--- config.mk ---
export PLATFORM = sky130hd
export DESIGN_NAME = gfs_top
export DESIGN_NICKNAME = d
export VERILOG_FILES = /design/src/core/gfs_pkg.sv /design/src/core/gfs_sync.sv /design/src/core/gfs_fault_latch.sv /design/src/core/gfs_top.sv
export VERILOG_INCLUDE_DIRS = /design/src /design/src/core
export SDC_FILE = /design/constraint.sdc
export NUM_CORES = 1
export LEC_CHECK = 0
export BUFFER_PORTS_ARGS = -buffer_cell sky130_fd_sc_hd__buf_2
export CAP_MARGIN = 40
export CORE_MARGIN = 1.5
export CORE_UTILIZATION = 35
export DETAILED_ROUTE_END_ITERATION = 8
export PLACE_DENSITY_LB_ADDON = 0.3
export SKIP_CTS_REPAIR_TIMING = 1
export SLEW_MARGIN = 30
export SYNTH_ARGS = -nofsm -noshare
export SYNTH_HDL_FRONTEND = slang
export SYNTH_SLANG_ARGS = --single-unit
export TNS_END_PERCENT = 10
--- constraint.sdc ---
create_clock -name aclk -period 2.1 [get_ports aclk]
set_input_delay 0.21 -clock aclk [delete_from_list [all_inputs] [get_ports aclk]]
set_output_delay 0.21 -clock aclk [all_outputs]
set_load 0.005 [all_outputs]
--- src/core/gfs_params.svh ---
// offsets, field positions and reset values of the global fault shutdown block
`ifndef GFS_PARAMS_SVH
`define GFS_PARAMS_SVH

// register byte offsets, one aligned 32-bit word each
`define GFS_ADDR_W 8
`define GFS_OFF_FAULT 8'h00
`define GFS_OFF_IRQ_STATUS 8'h04
`define GFS_OFF_IRQ_CLEAR 8'h08
`define GFS_OFF_IRQ_ENABLE 8'h0c
`define GFS_OFF_CHAN_REQ 8'h10
`define GFS_OFF_CONFIG 8'h14
`define GFS_OFF_LIVE 8'h18

// fault status fields
`define GFS_FLT_W 2
`define GFS_FLT_OT 0
`define GFS_FLT_UV 1

// interrupt event fields
`define GFS_EVT_W 3
`define GFS_EVT_OT 0
`define GFS_EVT_UV 1
`define GFS_EVT_EXT 2
`define GFS_EVT_RST 3'h0

// channel request fields
`define GFS_CHAN_W 10
`define GFS_CH_SW_LO 0
`define GFS_CH_SW_HI 3
`define GFS_CH_LSW_A 4
`define GFS_CH_LSW_B 5
`define GFS_CH_EXT_A 6
`define GFS_CH_EXT_B 7
`define GFS_CH_AON_A 8
`define GFS_CH_AON_B 9
`define GFS_CHAN_RST 10'h300

// configuration fields
`define GFS_CFG_CL_DIS 0
`define GFS_CFG_RST 1'h0

// live condition fields
`define GFS_LIVE_W 5
`define GFS_LIVE_OT 0
`define GFS_LIVE_UV 1
`define GFS_LIVE_EN 2
`define GFS_LIVE_EXT 3
`define GFS_LIVE_PG 4

// pin synchroniser lanes
`define GFS_PIN_W 4
`define GFS_PIN_OT 0
`define GFS_PIN_UV 1
`define GFS_PIN_EN 2
`define GFS_PIN_EXT 3

`endif

--- src/core/gfs_pkg.sv ---
// types shared by the global fault shutdown block
package gfs_pkg;
  // axi4-lite response codes used by this slave
  typedef enum logic [1:0] {
    GFS_RESP_OKAY = 2'b00,
    GFS_RESP_SLVERR = 2'b10
  } gfs_resp_t;
endpackage

--- src/core/gfs_sync.sv ---
// two-flop synchroniser for asynchronous pin levels
module gfs_sync #(
  parameter int WIDTH = 4
) (
  input logic aclk,
  input logic aresetn,
  input logic [WIDTH-1:0] async_in,
  output logic [WIDTH-1:0] sync_out
);
  logic [WIDTH-1:0] meta;

  // first stage feeds only the second stage
  always_ff @(posedge aclk) begin
    if (!aresetn) begin
      meta <= '0;
      sync_out <= '0;
    end else begin
      meta <= async_in;
      sync_out <= meta;
    end
  end
endmodule

--- src/core/gfs_fault_latch.sv ---
// set-dominant fault latch with write-one clear
module gfs_fault_latch (
  input logic aclk,
  input logic aresetn,
  input logic cause,
  input logic clear_req,
  output logic fault
);
  logic next_fault;

  // a live cause beats a clear, so release needs the cause gone first
  assign next_fault = cause ? 1'b1 : (clear_req ? 1'b0 : fault);

  always_ff @(posedge aclk) begin
    if (!aresetn) begin
      fault <= 1'b0;
    end else begin
      fault <= next_fault;
    end
  end
endmodule

--- src/core/gfs_top.sv ---
// global fault shutdown logic behind an axi4-lite register slave
// Notes on behaviour
// - over-temperature and rail undervoltage are global, instant
// - latch releases only after cause gone, then clear
// - over-temperature disables all but always-on regulators
// - registers stay readable during over-temperature shutdown
// - no self restart; bit stays until cleared
// - rail below threshold raises undervoltage, shuts channels
// - rail recovery needs host clear before outputs resume
// - undervoltage only counted while global enable high
// - external enables forced off by other faults, fixed
// - load switch a current limit, software disable bit
// - status bit cleared only by host writing one
// - any fault status bit forces power good low
`include "gfs_params.svh"
module gfs_top (
  input logic aclk,
  input logic aresetn,
  input logic s_axi_awvalid,
  output logic s_axi_awready,
  input logic [`GFS_ADDR_W-1:0] s_axi_awaddr,
  input logic s_axi_wvalid,
  output logic s_axi_wready,
  input logic [31:0] s_axi_wdata,
  input logic [3:0] s_axi_wstrb,
  output logic s_axi_bvalid,
  input logic s_axi_bready,
  output logic [1:0] s_axi_bresp,
  input logic s_axi_arvalid,
  output logic s_axi_arready,
  input logic [`GFS_ADDR_W-1:0] s_axi_araddr,
  output logic s_axi_rvalid,
  input logic s_axi_rready,
  output logic [31:0] s_axi_rdata,
  output logic [1:0] s_axi_rresp,
  input logic over_temperature_in,
  input logic drive_rail_low_in,
  input logic global_enable_in,
  input logic other_channel_fault_in,
  output logic [3:0] channel_enable,
  output logic load_switch_a_enable,
  output logic load_switch_b_enable,
  output logic external_reg_enable_a,
  output logic external_reg_enable_b,
  output logic always_on_reg_a_enable,
  output logic always_on_reg_b_enable,
  output logic load_switch_a_current_limit_en,
  output logic power_good_output,
  output logic irq
);

  // address map check shared by read and write paths
  function automatic logic gfs_mapped(input logic [`GFS_ADDR_W-1:0] addr);
    gfs_mapped = (addr == `GFS_OFF_FAULT) || (addr == `GFS_OFF_IRQ_STATUS) ||
                 (addr == `GFS_OFF_IRQ_CLEAR) || (addr == `GFS_OFF_IRQ_ENABLE) ||
                 (addr == `GFS_OFF_CHAN_REQ) || (addr == `GFS_OFF_CONFIG) ||
                 (addr == `GFS_OFF_LIVE);
  endfunction

  logic [`GFS_PIN_W-1:0] pin_sync;
  logic ot_cause;
  logic uv_raw;
  logic en_sync;
  logic uv_cause;
  logic ext_fault_sync;
  logic ext_fault_q;
  logic over_temperature_fault;
  logic drive_rail_undervoltage_fault;
  logic [`GFS_FLT_W-1:0] fault_vec;
  logic [`GFS_EVT_W-1:0] irq_status;
  logic [`GFS_EVT_W-1:0] irq_enable;
  logic [`GFS_EVT_W-1:0] next_irq_status;
  logic [`GFS_EVT_W-1:0] irq_events;
  logic [`GFS_EVT_W-1:0] irq_clr_bits;
  logic [`GFS_CHAN_W-1:0] chan_req;
  logic cfg_cl_disable;
  logic global_off;

  // all pins come from outside the clock domain
  gfs_sync #(
    .WIDTH(`GFS_PIN_W)
  ) u_sync (
    .aclk(aclk),
    .aresetn(aresetn),
    .async_in({other_channel_fault_in, global_enable_in, drive_rail_low_in, over_temperature_in}),
    .sync_out(pin_sync)
  );

  // fault causes; undervoltage is masked while the global enable is low
  assign ot_cause = pin_sync[`GFS_PIN_OT];
  assign uv_raw = pin_sync[`GFS_PIN_UV];
  assign en_sync = pin_sync[`GFS_PIN_EN];
  assign ext_fault_sync = pin_sync[`GFS_PIN_EXT];
  assign uv_cause = uv_raw & en_sync;

  // ---- axi4-lite write channel ----
  logic aw_held;
  logic [`GFS_ADDR_W-1:0] aw_addr_q;
  logic w_held;
  logic [31:0] w_data_q;
  logic w_strb0_q;
  logic aw_take;
  logic w_take;
  logic have_addr;
  logic have_data;
  logic do_write;
  logic [`GFS_ADDR_W-1:0] wr_addr;
  logic [31:0] wr_data;
  logic wr_strb0;
  logic wr_allowed;
  logic wr_fault;
  logic wr_irq_clear;
  logic wr_irq_enable;
  logic wr_chan_req;
  logic wr_config;
  logic [`GFS_FLT_W-1:0] fault_clr_bits;

  // address and data are accepted in either order, one write at a time
  assign s_axi_awready = !aw_held && !s_axi_bvalid;
  assign s_axi_wready = !w_held && !s_axi_bvalid;
  assign aw_take = s_axi_awvalid && s_axi_awready;
  assign w_take = s_axi_wvalid && s_axi_wready;
  assign have_addr = aw_held || aw_take;
  assign have_data = w_held || w_take;
  assign do_write = have_addr && have_data && !s_axi_bvalid;
  assign wr_addr = aw_held ? aw_addr_q : s_axi_awaddr;
  assign wr_data = w_held ? w_data_q : s_axi_wdata;
  assign wr_strb0 = w_held ? w_strb0_q : s_axi_wstrb[0];

  // read-only and unmapped words answer slverr and change nothing
  assign wr_allowed = gfs_mapped(wr_addr) && (wr_addr != `GFS_OFF_IRQ_STATUS) && (wr_addr != `GFS_OFF_LIVE);

  // only strobe 0 is checked, though the always-on request bits 8-9 of the channel word sit in byte lane 1
  assign wr_fault = do_write && wr_strb0 && (wr_addr == `GFS_OFF_FAULT);
  assign wr_irq_clear = do_write && wr_strb0 && (wr_addr == `GFS_OFF_IRQ_CLEAR);
  assign wr_irq_enable = do_write && wr_strb0 && (wr_addr == `GFS_OFF_IRQ_ENABLE);
  assign wr_chan_req = do_write && wr_strb0 && (wr_addr == `GFS_OFF_CHAN_REQ);
  assign wr_config = do_write && wr_strb0 && (wr_addr == `GFS_OFF_CONFIG);
  assign fault_clr_bits = wr_fault ? wr_data[`GFS_FLT_W-1:0] : '0;
  assign irq_clr_bits = wr_irq_clear ? wr_data[`GFS_EVT_W-1:0] : '0;

  // holding registers and the write response
  always_ff @(posedge aclk) begin
    if (!aresetn) begin
      aw_held <= 1'b0;
      aw_addr_q <= '0;
      w_held <= 1'b0;
      w_data_q <= 32'h0;
      w_strb0_q <= 1'b0;
      s_axi_bvalid <= 1'b0;
      s_axi_bresp <= gfs_pkg::GFS_RESP_OKAY;
    end else begin
      if (do_write) begin
        aw_held <= 1'b0;
        w_held <= 1'b0;
        s_axi_bvalid <= 1'b1;
        s_axi_bresp <= wr_allowed ? gfs_pkg::GFS_RESP_OKAY : gfs_pkg::GFS_RESP_SLVERR;
      end else begin
        if (aw_take) begin
          aw_held <= 1'b1;
          aw_addr_q <= s_axi_awaddr;
        end
        if (w_take) begin
          w_held <= 1'b1;
          w_data_q <= s_axi_wdata;
          w_strb0_q <= s_axi_wstrb[0];
        end
        if (s_axi_bvalid && s_axi_bready) begin
          s_axi_bvalid <= 1'b0;
        end
      end
    end
  end

  // ---- global fault latches ----
  gfs_fault_latch u_ot_latch (
    .aclk(aclk),
    .aresetn(aresetn),
    .cause(ot_cause),
    .clear_req(fault_clr_bits[`GFS_FLT_OT]),
    .fault(over_temperature_fault)
  );

  gfs_fault_latch u_uv_latch (
    .aclk(aclk),
    .aresetn(aresetn),
    .cause(uv_cause),
    .clear_req(fault_clr_bits[`GFS_FLT_UV]),
    .fault(drive_rail_undervoltage_fault)
  );

  assign fault_vec = {drive_rail_undervoltage_fault, over_temperature_fault};

  // raw causes gate too, so the shutdown edge is the latch's own edge
  assign global_off = over_temperature_fault || drive_rail_undervoltage_fault || ot_cause || uv_cause;

  // ---- control registers ----
  always_ff @(posedge aclk) begin
    if (!aresetn) begin
      chan_req <= `GFS_CHAN_RST;
      cfg_cl_disable <= `GFS_CFG_RST;
      irq_enable <= `GFS_EVT_RST;
    end else begin
      if (wr_chan_req) begin
        chan_req <= wr_data[`GFS_CHAN_W-1:0];
      end
      if (wr_config) begin
        cfg_cl_disable <= wr_data[`GFS_CFG_CL_DIS];
      end
      if (wr_irq_enable) begin
        irq_enable <= wr_data[`GFS_EVT_W-1:0];
      end
    end
  end

  // ---- interrupt events; a new event beats a clear in the same cycle ----
  assign irq_events[`GFS_EVT_OT] = ot_cause && !over_temperature_fault;
  assign irq_events[`GFS_EVT_UV] = uv_cause && !drive_rail_undervoltage_fault;
  assign irq_events[`GFS_EVT_EXT] = ext_fault_sync && !ext_fault_q;
  assign next_irq_status = (irq_status & ~irq_clr_bits) | irq_events;

  always_ff @(posedge aclk) begin
    if (!aresetn) begin
      irq_status <= `GFS_EVT_RST;
      ext_fault_q <= 1'b0;
    end else begin
      irq_status <= next_irq_status;
      ext_fault_q <= ext_fault_sync;
    end
  end

  assign irq = |(irq_status & irq_enable);

  // ---- channel enable outputs ----
  logic [3:0] next_channel_enable;
  logic next_lsw_a;
  logic next_lsw_b;
  logic next_ext_a;
  logic next_ext_b;
  logic next_aon_a;
  logic next_aon_b;
  logic next_cl_en;
  logic next_pg;

  // channel, load switch and external enables follow the request only while no global fault is held;
  // once cleared they resume the stored request, never before
  assign next_channel_enable = chan_req[`GFS_CH_SW_HI:`GFS_CH_SW_LO] & {4{!global_off}};
  assign next_lsw_a = chan_req[`GFS_CH_LSW_A] && !global_off;
  assign next_lsw_b = chan_req[`GFS_CH_LSW_B] && !global_off;
  // no enable bit exists for this gating on purpose
  assign next_ext_a = chan_req[`GFS_CH_EXT_A] && !global_off && !ext_fault_sync;
  assign next_ext_b = chan_req[`GFS_CH_EXT_B] && !global_off && !ext_fault_sync;
  // always-on regulators ignore global faults
  assign next_aon_a = chan_req[`GFS_CH_AON_A];
  assign next_aon_b = chan_req[`GFS_CH_AON_B];
  assign next_cl_en = !cfg_cl_disable;
  assign next_pg = en_sync && (fault_vec == '0);

  always_ff @(posedge aclk) begin
    if (!aresetn) begin
      channel_enable <= 4'h0;
      load_switch_a_enable <= 1'b0;
      load_switch_b_enable <= 1'b0;
      external_reg_enable_a <= 1'b0;
      external_reg_enable_b <= 1'b0;
      always_on_reg_a_enable <= 1'b0;
      always_on_reg_b_enable <= 1'b0;
      load_switch_a_current_limit_en <= 1'b1;
      power_good_output <= 1'b0;
    end else begin
      channel_enable <= next_channel_enable;
      load_switch_a_enable <= next_lsw_a;
      load_switch_b_enable <= next_lsw_b;
      external_reg_enable_a <= next_ext_a;
      external_reg_enable_b <= next_ext_b;
      always_on_reg_a_enable <= next_aon_a;
      always_on_reg_b_enable <= next_aon_b;
      load_switch_a_current_limit_en <= next_cl_en;
      power_good_output <= next_pg;
    end
  end

  // ---- axi4-lite read channel; the bus keeps running during shutdown ----
  logic ar_take;
  logic [31:0] rd_word;
  logic [`GFS_LIVE_W-1:0] live_vec;

  assign s_axi_arready = !s_axi_rvalid;
  assign ar_take = s_axi_arvalid && s_axi_arready;
  assign live_vec = {power_good_output, ext_fault_sync, en_sync, uv_raw, ot_cause};

  // write-only clear word reads as zero
  assign rd_word = (s_axi_araddr == `GFS_OFF_FAULT) ? {30'h0, fault_vec} :
                   (s_axi_araddr == `GFS_OFF_IRQ_STATUS) ? {29'h0, irq_status} :
                   (s_axi_araddr == `GFS_OFF_IRQ_ENABLE) ? {29'h0, irq_enable} :
                   (s_axi_araddr == `GFS_OFF_CHAN_REQ) ? {22'h0, chan_req} :
                   (s_axi_araddr == `GFS_OFF_CONFIG) ? {31'h0, cfg_cl_disable} :
                   (s_axi_araddr == `GFS_OFF_LIVE) ? {27'h0, live_vec} : 32'h0;

  always_ff @(posedge aclk) begin
    if (!aresetn) begin
      s_axi_rvalid <= 1'b0;
      s_axi_rdata <= 32'h0;
      s_axi_rresp <= gfs_pkg::GFS_RESP_OKAY;
    end else if (ar_take) begin
      s_axi_rvalid <= 1'b1;
      s_axi_rdata <= rd_word;
      s_axi_rresp <= gfs_mapped(s_axi_araddr) ? gfs_pkg::GFS_RESP_OKAY : gfs_pkg::GFS_RESP_SLVERR;
    end else if (s_axi_rvalid && s_axi_rready) begin
      s_axi_rvalid <= 1'b0;
    end
  end
endmodule

# Yosys cells after proc, flatten, opt, wreduce, memory -nomap -nowiden
# Cells that the tools add are included.
totals:
  in_bits: 63
  out_inout_bits: 54
  register_bits: 99
  wordCells: 136
op_classes:
  reduce_logical: 65
  mux: 21
  bitwise: 8
  n_eq_ne: 14
ops:
  columns: ["operator", "n"]
  rows:
  - ["$mux W10", 5]
  - ["$eq A8 B5 Y1 const B", 6]
  - ["$eq A8 B4 Y1 const B", 4]
  - ["$logic_and A1 B1 Y1", 27]
  - ["$logic_or A1 B1 Y1", 17]
  - ["$eq A8 B3 Y1 const B", 2]
  - ["$logic_not A8 Y1", 2]
  - ["$logic_not A1 Y1", 10]
  - ["$mux W5", 2]
  - ["$mux W1", 9]
  - ["$mux W8", 1]
  - ["$ne A8 B3 Y1 const B", 1]
  - ["$ne A8 B5 Y1 const B", 1]
  - ["$reduce_bool A2 Y1", 4]
  - ["$and A3 B3 Y3", 2]
  - ["$mux W2", 3]
  - ["$and A4 B4 Y4", 1]
  - ["$reduce_and A2 Y1", 2]
  - ["$mux W3", 1]
  - ["$not A3 Y3", 1]
  - ["$or A3 B3 Y3", 1]
  - ["$reduce_or A3 Y1", 1]
  - ["$logic_not A2 Y1", 1]
  - ["$not A1 Y1", 2]
  - ["other kinds (2)", 2]

# Depth between registers and ports, before layout
# Gate-level depths: netlist of run 1.
logic_depth:
  word_depth: 12
  mapped_depth: 7
  ltp_nobuf: 4

# Modules after synthesis
# A second synthesis of run 1 with hierarchy kept.
hier_totals:
  hier_cells: 345
  area_unflattened_um2: 3404.5
modules_own_cells:
  columns: ["mod", "cells_each", "instances", "area_per_inst_um2", "seq_area_each_um2"]
  rows:
  - ["gfs_top", 323, 1, 3111.7, 1301.2]
  - ["gfs_sync", 16, 1, 210.2, 160.2]
  - ["gfs_fault_latch", 3, 2, 41.3, 20.0]

# Worst setup path before layout of run 1
# Ideal clock, no wire load.
synth_path:
  path_type: "reg2reg"
  from: "register aw_held"
  to: "register chan_req[8]"
  t_required_ps: 1979
  path_buffers: 2
  setup_time_ps: 121
  setup_slack_ps: 524
  stages_incl_launch_ff: 7
  period_less_slack_ps: 1576
  t_arrival_ps: 1455
  cell_sequence: "dfxtp_1 > buf_4 > o22ai_1 > nor4b_4 > nand3_1 > buf_6 > mux2_4"
synth_between:
  elab_chain_len: 8
  word_cells_on_any_way: 10
  classes_between: "eq/ne (1); mux (1); reduce/logical (8)"
synth_rtl:
  columns: ["item", "line", "text"]
  rows:
  - ["from (decl)", "gfs_top.sv:97", "logic aw_held;"]
  - ["from (signal assigned)", "gfs_top.sv:145", "aw_held <= 1'b0;"]
  - ["from (signal assigned)", "gfs_top.sv:154", "aw_held <= 1'b0;"]
  - ["from (signal assigned)", "gfs_top.sv:160", "aw_held <= 1'b1;"]
  - ["$logic_not A1 Y1", "gfs_top.sv:119", "assign s_axi_awready = !aw_held && !s_axi_bvalid;"]
  - ["$logic_and A1 B1 Y1", "gfs_top.sv:119", null]
  - ["$logic_and A1 B1 Y1", "gfs_top.sv:121", "assign aw_take = s_axi_awvalid && s_axi_awready;"]
  - ["$logic_or A1 B1 Y1", "gfs_top.sv:123", "assign have_addr = aw_held || aw_take;"]
  - ["$logic_and A1 B1 Y1 (2 in a row)", "gfs_top.sv:125", "assign do_write = have_addr && have_data && !s_axi_bvalid;"]
  - ["$logic_and A1 B1 Y1", "gfs_top.sv:137", "assign wr_chan_req = do_write && wr_strb0 && (wr_addr == `GFS_OFF_CHAN_REQ);"]
  - ["$logic_and A1 B1 Y1 *", "gfs_top.sv:137", null]
  - ["to (signal assigned)", "gfs_top.sv:200", "chan_req <= `GFS_CHAN_RST;"]
  - ["to (signal assigned)", "gfs_top.sv:205", "chan_req <= wr_data[`GFS_CHAN_W-1:0];"]
  - ["to (decl)", "gfs_top.sv:75", "logic [`GFS_CHAN_W-1:0] chan_req;"]
# Mark *: on every way between the ends. The rest lies on a longest branch, timed or not.
# A chain may end at the register's enable or synchronous reset.

# Final worst setup path of run 1
layout_path:
  from: "register aw_held"
  to: "register chan_req[7]"
# Same word-level chain as after synthesis.

==> results by group, run 1 <==
Finish
  • Multi-input gate area: 0.00171 mm^2
  • FILL cells: 936
  • Commonest non-fill, non-tap cell in the layout: dfxtp_1
  • Antenna diodes: 0
  • Most frequent cells in the layout: dfxtp_1 (75), buf_2 (67), mux2i_1 (34), nor2b_1 (28), nand2_1 (27)
  • Layout cells sized above 1: 0.273
  • Layout area overhead: 16.5%
  • Nets: 475
  • Area taken by flip-flops and latches: 0.00150 mm^2
  • Finished Core Util: 0.426

Timing
  • Least-Margin Pin Slew: 0.554 ns
  • Final Skew: 0.0122 ns
  • RSZ-0062 raised after global routing: no
  • Slew HR: 0.630
  • Final hold violation count: 0
  • Fin crit period: 1.80 ns
  • Endpoints failing setup: 0
  • Final Cycle Share: 0.856
  • Setup Total Neg Slack: 0 ns
  • Fmax achieved: 556 MHz
  • Slew Limit Fails: 0

Pwr
  • Leak: 1.84 nW
  • Pwr Density: 726 mW/mm^2
  • Comb power frac: 0.121
  • Flop pwr share: 0.519
  • Int Power: 2.12 mW
  • Switching portion of total power: 0.267
  • Power consumption: 2.90 mW
  • Clock share of power: 0.360
  • Worst VDD drop: 0.232 mV
  • Switching power: 0.775 mW

Global routing
  • Vias in the first global route: 2410
  • First-pass GRT wire length: 11700 um
  • Total grt overflow: 0
  • Initial antenna violation count: 0
  • Gr usage total: 0.143
  • Largest net degree at the start of global routing: 27

Detailed routing
  • Wire length after detailed routing: 7210 um
  • # DRC: 0
  • Via/cell ratio: 4.75
  • Starting DRT DRC Count: 85
  • Routed wire length per instance: 13.2 um
  • Antenna Nets Post-Route: 0
  • DR pass1 iterations: 4
  • Detailed-route via count: 2593

Floorplanning
  • Die area: 0.0104 mm^2
  • Row count: 35
  • Die extent in y: 102 um
  • Die X: 102 um
  • I/O Pins: 117
  • Core ar.: 0.00937 mm^2
  • Initial core utilization: 0.366

Setup path
  • Critical path required time: 2.33 ns
  • Critical path class: flip-flop to flip-flop
  • Worst path cell trace: buf_4, nand2b_1, o32ai_4, nand3_1, buf_4, mux2i_1
  • Crit Path Max Fanout: 9
  • Worst Setup End Kind: flip-flop
  • Slowest cell on crit path: dfxtp_1
  • Critical Path Max Stage Delay: 0.51 ns
  • Data arrival time of the critical path: 2.03 ns
  • Most frequent CP cell: buf_4
  • Setup crit start kind: flip-flop

Clocking
  • Clk_lat worst skew: 0.35 ns
  • Clock root cell: clkbuf_8
  • Clock Sinks: 75
  • CTS tree: built
  • Worst-path clk slew: 0.09 ns
  • Clk buf depth: 2
  • Htree depth: 3
  • CTS buffer count: 9

Synth
  • Synth unique cells: 52
  • Most used DFF post-synth: dfxtp_1
  • Synthesized cell area: 0.00343 mm^2
  • Sequential-to-total area share from yosys stat: 0.438
  • Number of synthesized register bits: 75
  • Synth warn: 0
  • Post-Syn Instances: 345
  • Number of synthesized flops with an enable pin: 0
  • Post-synth ARST share: 0
  • Average size of a mapped cell: 9.94 um^2

Run status
  • Status: completed

Placed design
  • Port Buf Inserts: 67
  • Detail Placement HPWL: 5400 um
  • Routability congestion estimate: 0.777

Hold path
  • Worst hold path type: input pin to flip-flop

Flow run
  • Max-cap violations: 0
==> per-layer routing <==
metal | vias to the layer above | share of wire | GRT usage
li1 | 1296 | - | -
met2 | 67 | 0.47 | 0.235
met4 | 0 | 0.013 | 0.0569
met5 | - | 0 | 0
met1 | 1219 | 0.48 | 0.185
met3 | 11 | 0.042 | 0.0274
==> logic make-up (layout without fill, tap and decap cells) <==
group / after synthesis / after routing / synth area share
mux: 47 / 47 / 0.146
flops: 75 / 75 / 0.438
compound gates: 43 / 43 / 0.0985
simple gates: 127 / 127 / 0.227
buf+inv: 52 / 101 / 0.0898
other cells: 1 / 24 / 0.00109
==> worst paths after layout <==
path / start / end / slack, ns / cells past startpoint
worst min-delay path: other_channel_fault_in / u_sync.meta[3]$_SDFF_PN0_ / 0.06 / 2
worst max-delay path: aw_held$_SDFFE_PP0P_ / chan_req[7]$_SDFFE_PN0P_ / 0.30 / 6
worst max register to register: aw_held$_SDFFE_PP0P_ / chan_req[7]$_SDFFE_PN0P_ / 0.30 / 6
worst min register to register: u_sync.meta[1]$_SDFF_PN0_ / u_sync.sync_out[1]$_SDFF_PN0_ / 0.44 / 1
==> cells in the mapped netlist (all sizes together), types with 2 or more instances <==
master,n,area share
clkbuf,12,0.013
a31oi,3,0.0055
nand4,5,0.0091
a41oi,2,0.0051
and3,3,0.0055
a31o,2,0.0051
a21oi,6,0.0088
and3b,2,0.0051
nor4b,2,0.0095
nor2,6,0.0066
dfxtp,75,0.44
nor2b,28,0.051
nand3b,3,0.0066
buf,31,0.067
nand3,10,0.015
o32ai,4,0.016
o21ai,5,0.0073
nor3,3,0.0044
mux2,12,0.043
nor3b,7,0.015
nor4,4,0.016
nand2,27,0.030
inv,9,0.0099
nand2b,5,0.0091
and2,18,0.033
mux2i,35,0.10
a22oi,6,0.013
a32o,2,0.0058
a211oi,2,0.0044
==> state kept, by name, summed over array words and instances (netlist names), 3 cells and up <==
| name | flops |
|---|---|
| w_data_q | 10 |
| channel_enable | 4 |
| u_sync.meta | 4 |
| aw_addr_q | 8 |
| irq_status | 3 |
| irq_enable | 3 |
| u_sync.sync_out | 4 |
| chan_req | 10 |
| s_axi_rdata | 10 |
==> worst max-delay path, delay by kind of cell (launching register included) <==
kind,cells,cell delay (ns)
flops,1,0.51
mux,1,0.12
compound gates,1,0.18
buf+inv,2,0.48
simple gates,2,0.37
==> power groups by stage <==
stage | logic, mW | clock network [mW] | registers, mW
floorplan | 0.279 | 0 | 1.52
global placement | 0.345 | 0 | 1.54
detailed placement | 0.352 | 0 | 1.54
CTS | 0.354 | 1.07 | 1.50
global route | 0.390 | 1.12 | 1.51
finish | 0.351 | 1.04 | 1.50
==> layout make-up <==
cell class / count / share of cell area
flip-flops and latches: 75 / 0.376
repair buffers: 76 / 0.101
clock inverters: 5 / 0.00940
inverters: 9 / 0.00846
well taps: 129 / 0.0404
clock buffers: 11 / 0.0379
multi-input cells: 241 / 0.427
==> per-stage QoR <==
stage | cells | hold slack [ns] | setup slack, ns | area [um^2]
after global placement | 530 | 0.417 | 0.354 | 3800
after global routing | 546 | 0.0573 | 0.0963 | 3990
after floorplan | 368 | 0.337 | 0.524 | 3510
final | 546 | 0.0611 | 0.302 | 3990
after detailed placement | 530 | 0.418 | 0.323 | 3800
after CTS | 546 | 0.0513 | 0.300 | 3990
(Power assumes the default switching activity.)
==> run 2, diff against run 1 <==
--- a/config.mk
+++ b/config.mk
@@ -6,6 +6,7 @@
 export SDC_FILE = /design/constraint.sdc
 export NUM_CORES = 1
 export LEC_CHECK = 0
+export ABC_AREA = 1
 export BUFFER_PORTS_ARGS = -buffer_cell sky130_fd_sc_hd__buf_2
 export CAP_MARGIN = 40
 export CORE_MARGIN = 1.5
==> run 2 against run 1 <==
Net effect:
- design area shrank 1.8%
- count of clock-buffer cells in the layout shrank 2
- maximum frequency grew 8.7%
- flip-flop and latch count is the same
- routed wire length grew 4.7%
- utilization shrank 0.39 points
- critical endpoint is now chan_req[2]$_SDFFE_PN0P_
==> results by group, run 2 <==
Run status
  • Status: completed

Global routing
  • First-pass GRT wire length: 12600 um (+8.4%)
  • Gr usage total: 0.157 (+0.0142)
  • Grt peak-use layer: met2
  • Vias in the first global route: 2791 (+16%)
  • M1 GR Usage: 0.201 (+0.0162)
  • Initial antenna violation count: 0 (unchanged)
  • GR Layer Usage met3: 0.0345 (+0.00715)
  • Total grt overflow: 0 (unchanged)
  • Global-route met2 utilization: 0.253 (+0.0181)
  • Largest net degree at the start of global routing: 32 (+19%)

Timing
  • Endpoints failing setup: 0 (unchanged)
  • Slew HR: 0.635 (+0.00542)
  • Slew Limit Fails: 0 (unchanged)
  • Final Cycle Share: 0.787 (-0.0688)
  • Setup Total Neg Slack: 0 ns (unchanged)
  • RSZ-0062 raised after global routing: no
  • Final Skew: 0.0139 ns (+0.00175 ns)
  • Least-Margin Pin Slew: 0.546 ns (-0.00778 ns)
  • Final hold violation count: 0 (unchanged)
  • Fmax achieved: 605 MHz (+8.7%)
  • Fin crit period: 1.65 ns (-0.145 ns)

Detailed routing
  • Detailed-route via count: 3041 (+17%)
  • DR pass1 iterations: 4 (unchanged)
  • Via/cell ratio: 4.52 (-4.9%)
  • Routed wire length per instance: 11.2 um (-15%)
  • Starting DRT DRC Count: 89 (+4.7%)
  • # DRC: 0 (unchanged)
  • Wire length after detailed routing: 7550 um (+4.7%)
  • Antenna Nets Post-Route: 0 (unchanged)

Setup path
  • Data arrival time of the critical path: 1.89 ns (-0.14 ns)
  • CP bufs+invs: 2 (unchanged)
  • Worst path cell trace: inv_4, nor2_2, nand2_1, nand2_2, nand2_2, nor3_2, buf_4, nand2_1, nand2_1, nor2_1
  • Critical path class: flip-flop to flip-flop
  • Crit Path Max Fanout: 11 (+2)
  • Setup crit start kind: flip-flop
  • Most frequent CP cell: nand2_1
  • Worst Setup End Kind: flip-flop
  • Top delay family on crit path: simple AND/OR/NAND/NOR gates
  • Critical Path Max Stage Delay: 0.59 ns (+0.08 ns)
  • Critical path required time: 2.34 ns (about the same)
  • Slowest cell on crit path: dfxtp_1

Finish
  • Post-Layout Cell Count: 673 (+23%)
  • FILL cells: 989 (+5.7%)
  • Largest registers: chan_req (10), s_axi_rdata (10), w_data_q (10)
  • Area taken by flip-flops and latches: 0.00150 mm^2 (unchanged)
  • Most frequent cells in the layout: nand2_1 (87), dfxtp_1 (75), buf_2 (67), inv_1 (59), nor2_1 (57)
  • Layout area overhead: 16.1%
  • Commonest non-fill, non-tap cell in the layout: nand2_1
  • Layout cells sized above 1: 0.197 (-0.0767)
  • Nets: 602 (+27%)
  • Antenna diodes: 0 (unchanged)
  • Multi-input gate area: 0.00146 mm^2 (-15%)

Placed design
  • Routability congestion estimate: 0.807 (+3.9%)
  • Detail Placement HPWL: 5660 um (+5.0%)
  • Inst Count DP: 657 (+24%)
  • Port Buf Inserts: 67 (unchanged)

Synth
  • Number of synthesized flops with an enable pin: 0 (unchanged)
  • Synth cell count leaders: nand2_1 (87), dfxtp_1 (75), inv_1 (59), nor2_1 (57), o21ai_0 (42)
  • Post-synth ARST share: 0 (unchanged)
  • Top cell type's share of synthesized area: 0.445 (+0.00665)
  • Synth area leader: dfxtp_1
  • Synthesized cell area: 0.00338 mm^2 (-1.5%)
  • Number of synthesized register bits: 75 (unchanged)
  • Most used DFF post-synth: dfxtp_1
  • Synth warn: 0 (unchanged)
  • Average size of a mapped cell: 7.15 um^2 (-28%)
  • Synth unique cells: 35 (-33%)
  • Post-Syn Instances: 472 (+37%)
  • Most common cell in the netlist: nand2_1
  • Sequential-to-total area share from yosys stat: 0.445 (+0.00665)
  • Synth area leaders: dfxtp_1 (44%), nand2_1 (9.7%), inv_1 (6.6%), nor2_1 (6.3%), buf_4 (6.2%)

Floorplanning
  • Core ar.: 0.00928 mm^2 (-0.93%)
  • Die area: 0.0102 mm^2 (-1.5%)
  • Initial core utilization: 0.364 (-0.00207)
  • Die X: 101 um (-0.73%)
  • Row count: 35 (unchanged)
  • I/O Pins: 117 (unchanged)
  • Die extent in y: 101 um (-0.73%)

Pwr
  • Pwr Density: 762 mW/mm^2 (+5.0%)
  • Flop pwr share: 0.516 (-0.003)
  • Clock share of power: 0.348 (-0.012)
  • Switching power: 0.900 mW (+16%)
  • Int Power: 2.09 mW (-1.7%)
  • Switching portion of total power: 0.301 (+0.0340)
  • Worst VDD drop: 0.276 mV (+19%)
  • Comb power frac: 0.136 (+0.015)
  • Leak: 1.86 nW (+0.70%)

Clocking
  • Htree depth: 3 (unchanged)
  • Clk buf depth: 2 (unchanged)
  • Clock root cell: clkbuf_8
  • Worst-path clk slew: 0.09 ns (about the same)
  • Clock Sinks: 75 (unchanged)
  • Clk_lat worst skew: 0.35 ns (about the same)
  • CTS tree: built
  • CTS buffer count: 9 (unchanged)

Flow run
  • Max-cap violations: 0 (unchanged)

Hold path
  • Worst hold path type: input pin to flip-flop
-- run 2: changes by cell type in the layout (fill, tap and decap cells not counted), sizes merged, moves of 7 or more --
cell   previous run  this run
nand2            27        90
nor3b             7         0
a21oi             6        35
nor2              6        60
mux2i            35         0
mux2             12         0
and2             18         1
nand3            10        42
nor2b            28         0
o21ai             5        49
inv               9        67
-- run 2: power by group through the flow --
stage               combinational, mW  clock [mW]  sequential [mW]
finish                          0.406        1.04             1.54
global route                    0.472        1.13             1.55
CTS                             0.408        1.07             1.54
detailed placement              0.407           0             1.58
global placement                0.397           0             1.57
floorplan                       0.334           0             1.56
-- run 2: cells by family after synthesis --
logic type	synth area share
other	0.00111
and+or+nand+nor	0.261
buffers and inverters	0.150
AOI/OAI and AO/OA	0.144
DFF	0.445
-- run 2: final cells by class --
class,instances,area share
timing repair buffer,72,0.0951
sequential,75,0.383
tap,129,0.0412
multi-input combinational,317,0.372
clock buffer,9,0.0316
inverter,64,0.0626
clock inverter,7,0.0150
-- run 2: path summary, 6_finish.rpt --
kind,start,to,slack (ns),cells past startpoint
max,aw_held$_SDFFE_PP0P_,chan_req[2]$_SDFFE_PN0P_,0.45,10
min,drive_rail_low_in,u_sync.meta[1]$_SDFF_PN0_,0.03,3
max reg2reg,aw_held$_SDFFE_PP0P_,chan_req[2]$_SDFFE_PN0P_,0.45,10
min reg2reg,u_sync.meta[2]$_SDFF_PN0_,u_sync.sync_out[2]$_SDFF_PN0_,0.42,2
-- run 2: worst reg2reg max path, stage by stage (launching register included) --
cell and delay [ns]:
dfxtp_1 0.59, inv_4 0.09, nor2_2 0.09, nand2_1 0.06, nand2_2 0.09, nand2_2 0.07, nor3_2 0.18, buf_4 0.20
nand2_1 0.07, nand2_1 0.08, nor2_1 0.04
-- run 2: per-stage QoR --
step | setup WS, ns | power, mW | hold WS [ns] | util | area [um^2]
finish | 0.447 | 2.99 | 0.0314 | 0.422 | 3920
floorplan | 0.815 | 1.89 | 0.308 | - | 3460
detailed placement | 0.461 | 1.98 | 0.398 | 0.403 | 3740
global placement | 0.489 | 1.97 | 0.392 | 0.403 | 3740
global route | 0.270 | 3.16 | 0.0323 | 0.422 | 3920
CTS | 0.437 | 3.02 | 0.0193 | 0.422 | 3920
-- run 2: metal layers --
layer | wire length, um | up-vias
li1 | - | 1588
met1 | 3530 | 1360
met2 | 3520 | 82
met3 | 363 | 11
met4 | 134 | 0
met5 | 0 | -
==> run 3, diff against run 2 <==
--- a/config.mk
+++ b/config.mk
@@ -6,7 +6,7 @@
 export SDC_FILE = /design/constraint.sdc
 export NUM_CORES = 1
 export LEC_CHECK = 0
-export ABC_AREA = 1
+export ABC_AREA = 0
 export BUFFER_PORTS_ARGS = -buffer_cell sky130_fd_sc_hd__buf_2
 export CAP_MARGIN = 40
 export CORE_MARGIN = 1.5
==> constraint.sdc (replaced) <==
create_clock -name aclk -period 1.6 [get_ports aclk]
set_input_delay 0.16 -clock aclk [delete_from_list [all_inputs] [get_ports aclk]]
set_output_delay 0.16 -clock aclk [all_outputs]
set_load 0.005 [all_outputs]
==> run 3 against run 2 <==
Net effect:
- power is 42% higher
- count of clock-buffer cells in the layout is 2 higher
- cell count is 17% lower
- setup slack worse by 0.40 ns
- largest cell class is now multi-input gates
==> results by group, run 3 (synthesis gave the netlist of run 1 again) <==
Run status
  • Status: completed

Finish
  • Largest registers: chan_req (10), s_axi_rdata (10), w_data_q (10)
  • Antenna diodes: 0 (unchanged)
  • FILL cells: 961 (-2.8%)
  • Nets: 488 (-19%)
  • Area taken by flip-flops and latches: 0.00151 mm^2 (+0.25%)
  • Layout area overhead: 22.6%
  • Commonest non-fill, non-tap cell in the layout: dfxtp_1
  • Layout cells sized above 1: 0.307 (+0.110)
  • Post-Layout Cell Count: 559 (-17%)
  • Finished Core Util: 0.448 (+0.0262)
  • Post-route cell area: 0.00420 mm^2 (+7.2%)
  • Most frequent cells in the layout: dfxtp_1 (74), buf_2 (67), mux2i_1 (34), nor2b_1 (28), nand2_1 (27)
  • Multi-input gate area: 0.00173 mm^2 (+19%)

Timing
  • Final hold violation count: 0 (unchanged)
  • Final Skew: 0.00434 ns (-0.00959 ns)
  • Setup Total Neg Slack: 0 ns (unchanged)
  • Fmax achieved: 645 MHz (+6.7%)
  • Final Cycle Share: 0.968 (+0.181)
  • Slew Limit Fails: 0 (unchanged)
  • RSZ-0062 raised after global routing: yes
  • Fin crit period: 1.55 ns (-0.104 ns)
  • Endpoints failing setup: 0 (unchanged)

Setup path
  • Crit Path Max Fanout: 7 (-4)
  • Worst Setup End Kind: flip-flop
  • Critical path required time: 1.84 ns (-0.50 ns)
  • Critical path launch point: aw_held$_SDFFE_PP0P_
  • Critical path class: flip-flop to flip-flop
  • Setup crit start kind: flip-flop
  • Data arrival time of the critical path: 1.79 ns (-0.10 ns)
  • R2R depth: 4 (-6)
  • R2R Path Start: aw_held$_SDFFE_PP0P_
  • FF-to-FF End: irq_status[1]$_SDFF_PN0_
  • Critical path destination: irq_status[1]$_SDFF_PN0_
  • Reg-to-reg setup timing slack: 0.05 ns (-0.40 ns)
  • Worst path cell trace: mux2_4, nor4_4, nand4_1, a31o_2
  • Slowest cell on crit path: dfxtp_4
  • Critical Path Max Stage Delay: 0.40 ns (-0.19 ns)

Clocking
  • CTS tree: built
  • Clk buf depth: 2 (unchanged)
  • Clock root cell: clkbuf_8
  • Worst-path clk slew: 0.07 ns (-0.02 ns)
  • Clock Sinks: 75 (unchanged)
  • Clk_lat worst skew: 0.34 ns (about the same)
  • CTS buffer count: 9 (unchanged)
  • Htree depth: 3 (unchanged)

Floorplanning
  • Initial core utilization: 0.366 (+0.00207)
  • Row count: 35 (unchanged)
  • I/O Pins: 117 (unchanged)
  • Die extent in y: 102 um (+0.74%)
  • Die area: 0.0104 mm^2 (+1.5%)
  • Die X: 102 um (+0.74%)
  • Core ar.: 0.00937 mm^2 (+0.94%)

Detailed routing
  • # DRC: 0 (unchanged)
  • Via/cell ratio: 4.74 (+4.9%)
  • DR pass1 iterations: 4 (unchanged)
  • Routed wire length per instance: 13.2 um (+18%)
  • Detailed-route via count: 2650 (-13%)
  • Starting DRT DRC Count: 82 (-7.9%)
  • Wire length after detailed routing: 7390 um (-2.1%)
  • Antenna Nets Post-Route: 0 (unchanged)

Placed design
  • Port Buf Inserts: 67 (unchanged)
  • Detail Placement HPWL: 5510 um (-2.7%)
  • Inst Count DP: 543 (-17%)
  • Routability congestion estimate: 0.764 (-5.4%)
  • Placed instance area: 0.00393 mm^2 (+5.1%)

Pwr
  • Worst VDD drop: 0.413 mV (+49%)
  • Power consumption: 4.24 mW (+42%)
  • Leak: 1.96 nW (+5.5%)
  • Pwr Density: 1010 mW/mm^2 (+32%)

Global routing
  • Gr usage total: 0.146 (-0.0109)
  • Vias in the first global route: 2496 (-11%)
  • Total grt overflow: 0 (unchanged)
  • First-pass GRT wire length: 11900 um (-6.3%)
  • Largest net degree at the start of global routing: 32 (unchanged)
  • Initial antenna violation count: 0 (unchanged)

Flow run
  • Max-cap violations: 0 (unchanged)

Hold path
  • Worst hold path type: input pin to flip-flop
[run 3: how the worst min path moves through the flow]
| stage | startpoint | cells after the start | endpoint |
|---|---|---|---|
| final | global_enable_in | 2 | u_sync.meta[2]$_SDFF_PN0_ |
| after global routing | other_channel_fault_in | 2 | u_sync.meta[3]$_SDFF_PN0_ |
| after global placement | drive_rail_low_in | 2 | u_sync.meta[1]$_SDFF_PN0_ |
| after detailed placement | global_enable_in | 2 | u_sync.meta[2]$_SDFF_PN0_ |
| after floorplan | over_temperature_in | 1 | u_sync.meta[0]$_SDFF_PN0_ |
| after CTS | global_enable_in | 2 | u_sync.meta[2]$_SDFF_PN0_ |
[run 3: layer usage]
metal | share of wire | track usage | vias up
li1 | - | - | 1325
met1 | 0.47 | 0.183 | 1249
met2 | 0.47 | 0.244 | 68
met3 | 0.048 | 0.0424 | 8
met4 | 0.0089 | 0.0443 | 0
met5 | 0 | 0 | -
[run 3: stage by stage]
step | hold WS [ns] | setup slack [ns]
finish | 0.0161 | 0.0507
global route | 0.00679 | -0.0391
CTS | 0.00125 | -0.173
global placement | 0.373 | -0.141
floorplan | 0.287 | 0.0239
detailed placement | 0.370 | -0.148
[run 3: worst max-delay path: cells and delay by family (launching register included)]
kind | cells | cell delay, ns
multiplexers | 1 | 0.33
AND/OR/NAND/NOR | 2 | 0.45
flip-flops | 1 | 0.40
AO/OA/AOI/OAI | 1 | 0.26
[run 3: where the power goes]
part / switching (mW) / internal (mW)
Clock: 0.678 / 1.07
Combinational: 0.264 / 0.257
Sequential: 0.0449 / 1.92
Total: 0.987 / 3.26
[run 3: layout make-up]
| type | instances | share of cell area |
|---|---|---|
| Clock buffer | 11 | 0.0336 |
| Clock inverter | 5 | 0.0238 |
| Inverter | 9 | 0.00804 |
| Multi-Input combinational cell | 241 | 0.412 |
| Sequential cell | 75 | 0.358 |
| Tap cell | 129 | 0.0384 |
| Timing Repair Buffer | 89 | 0.126 |
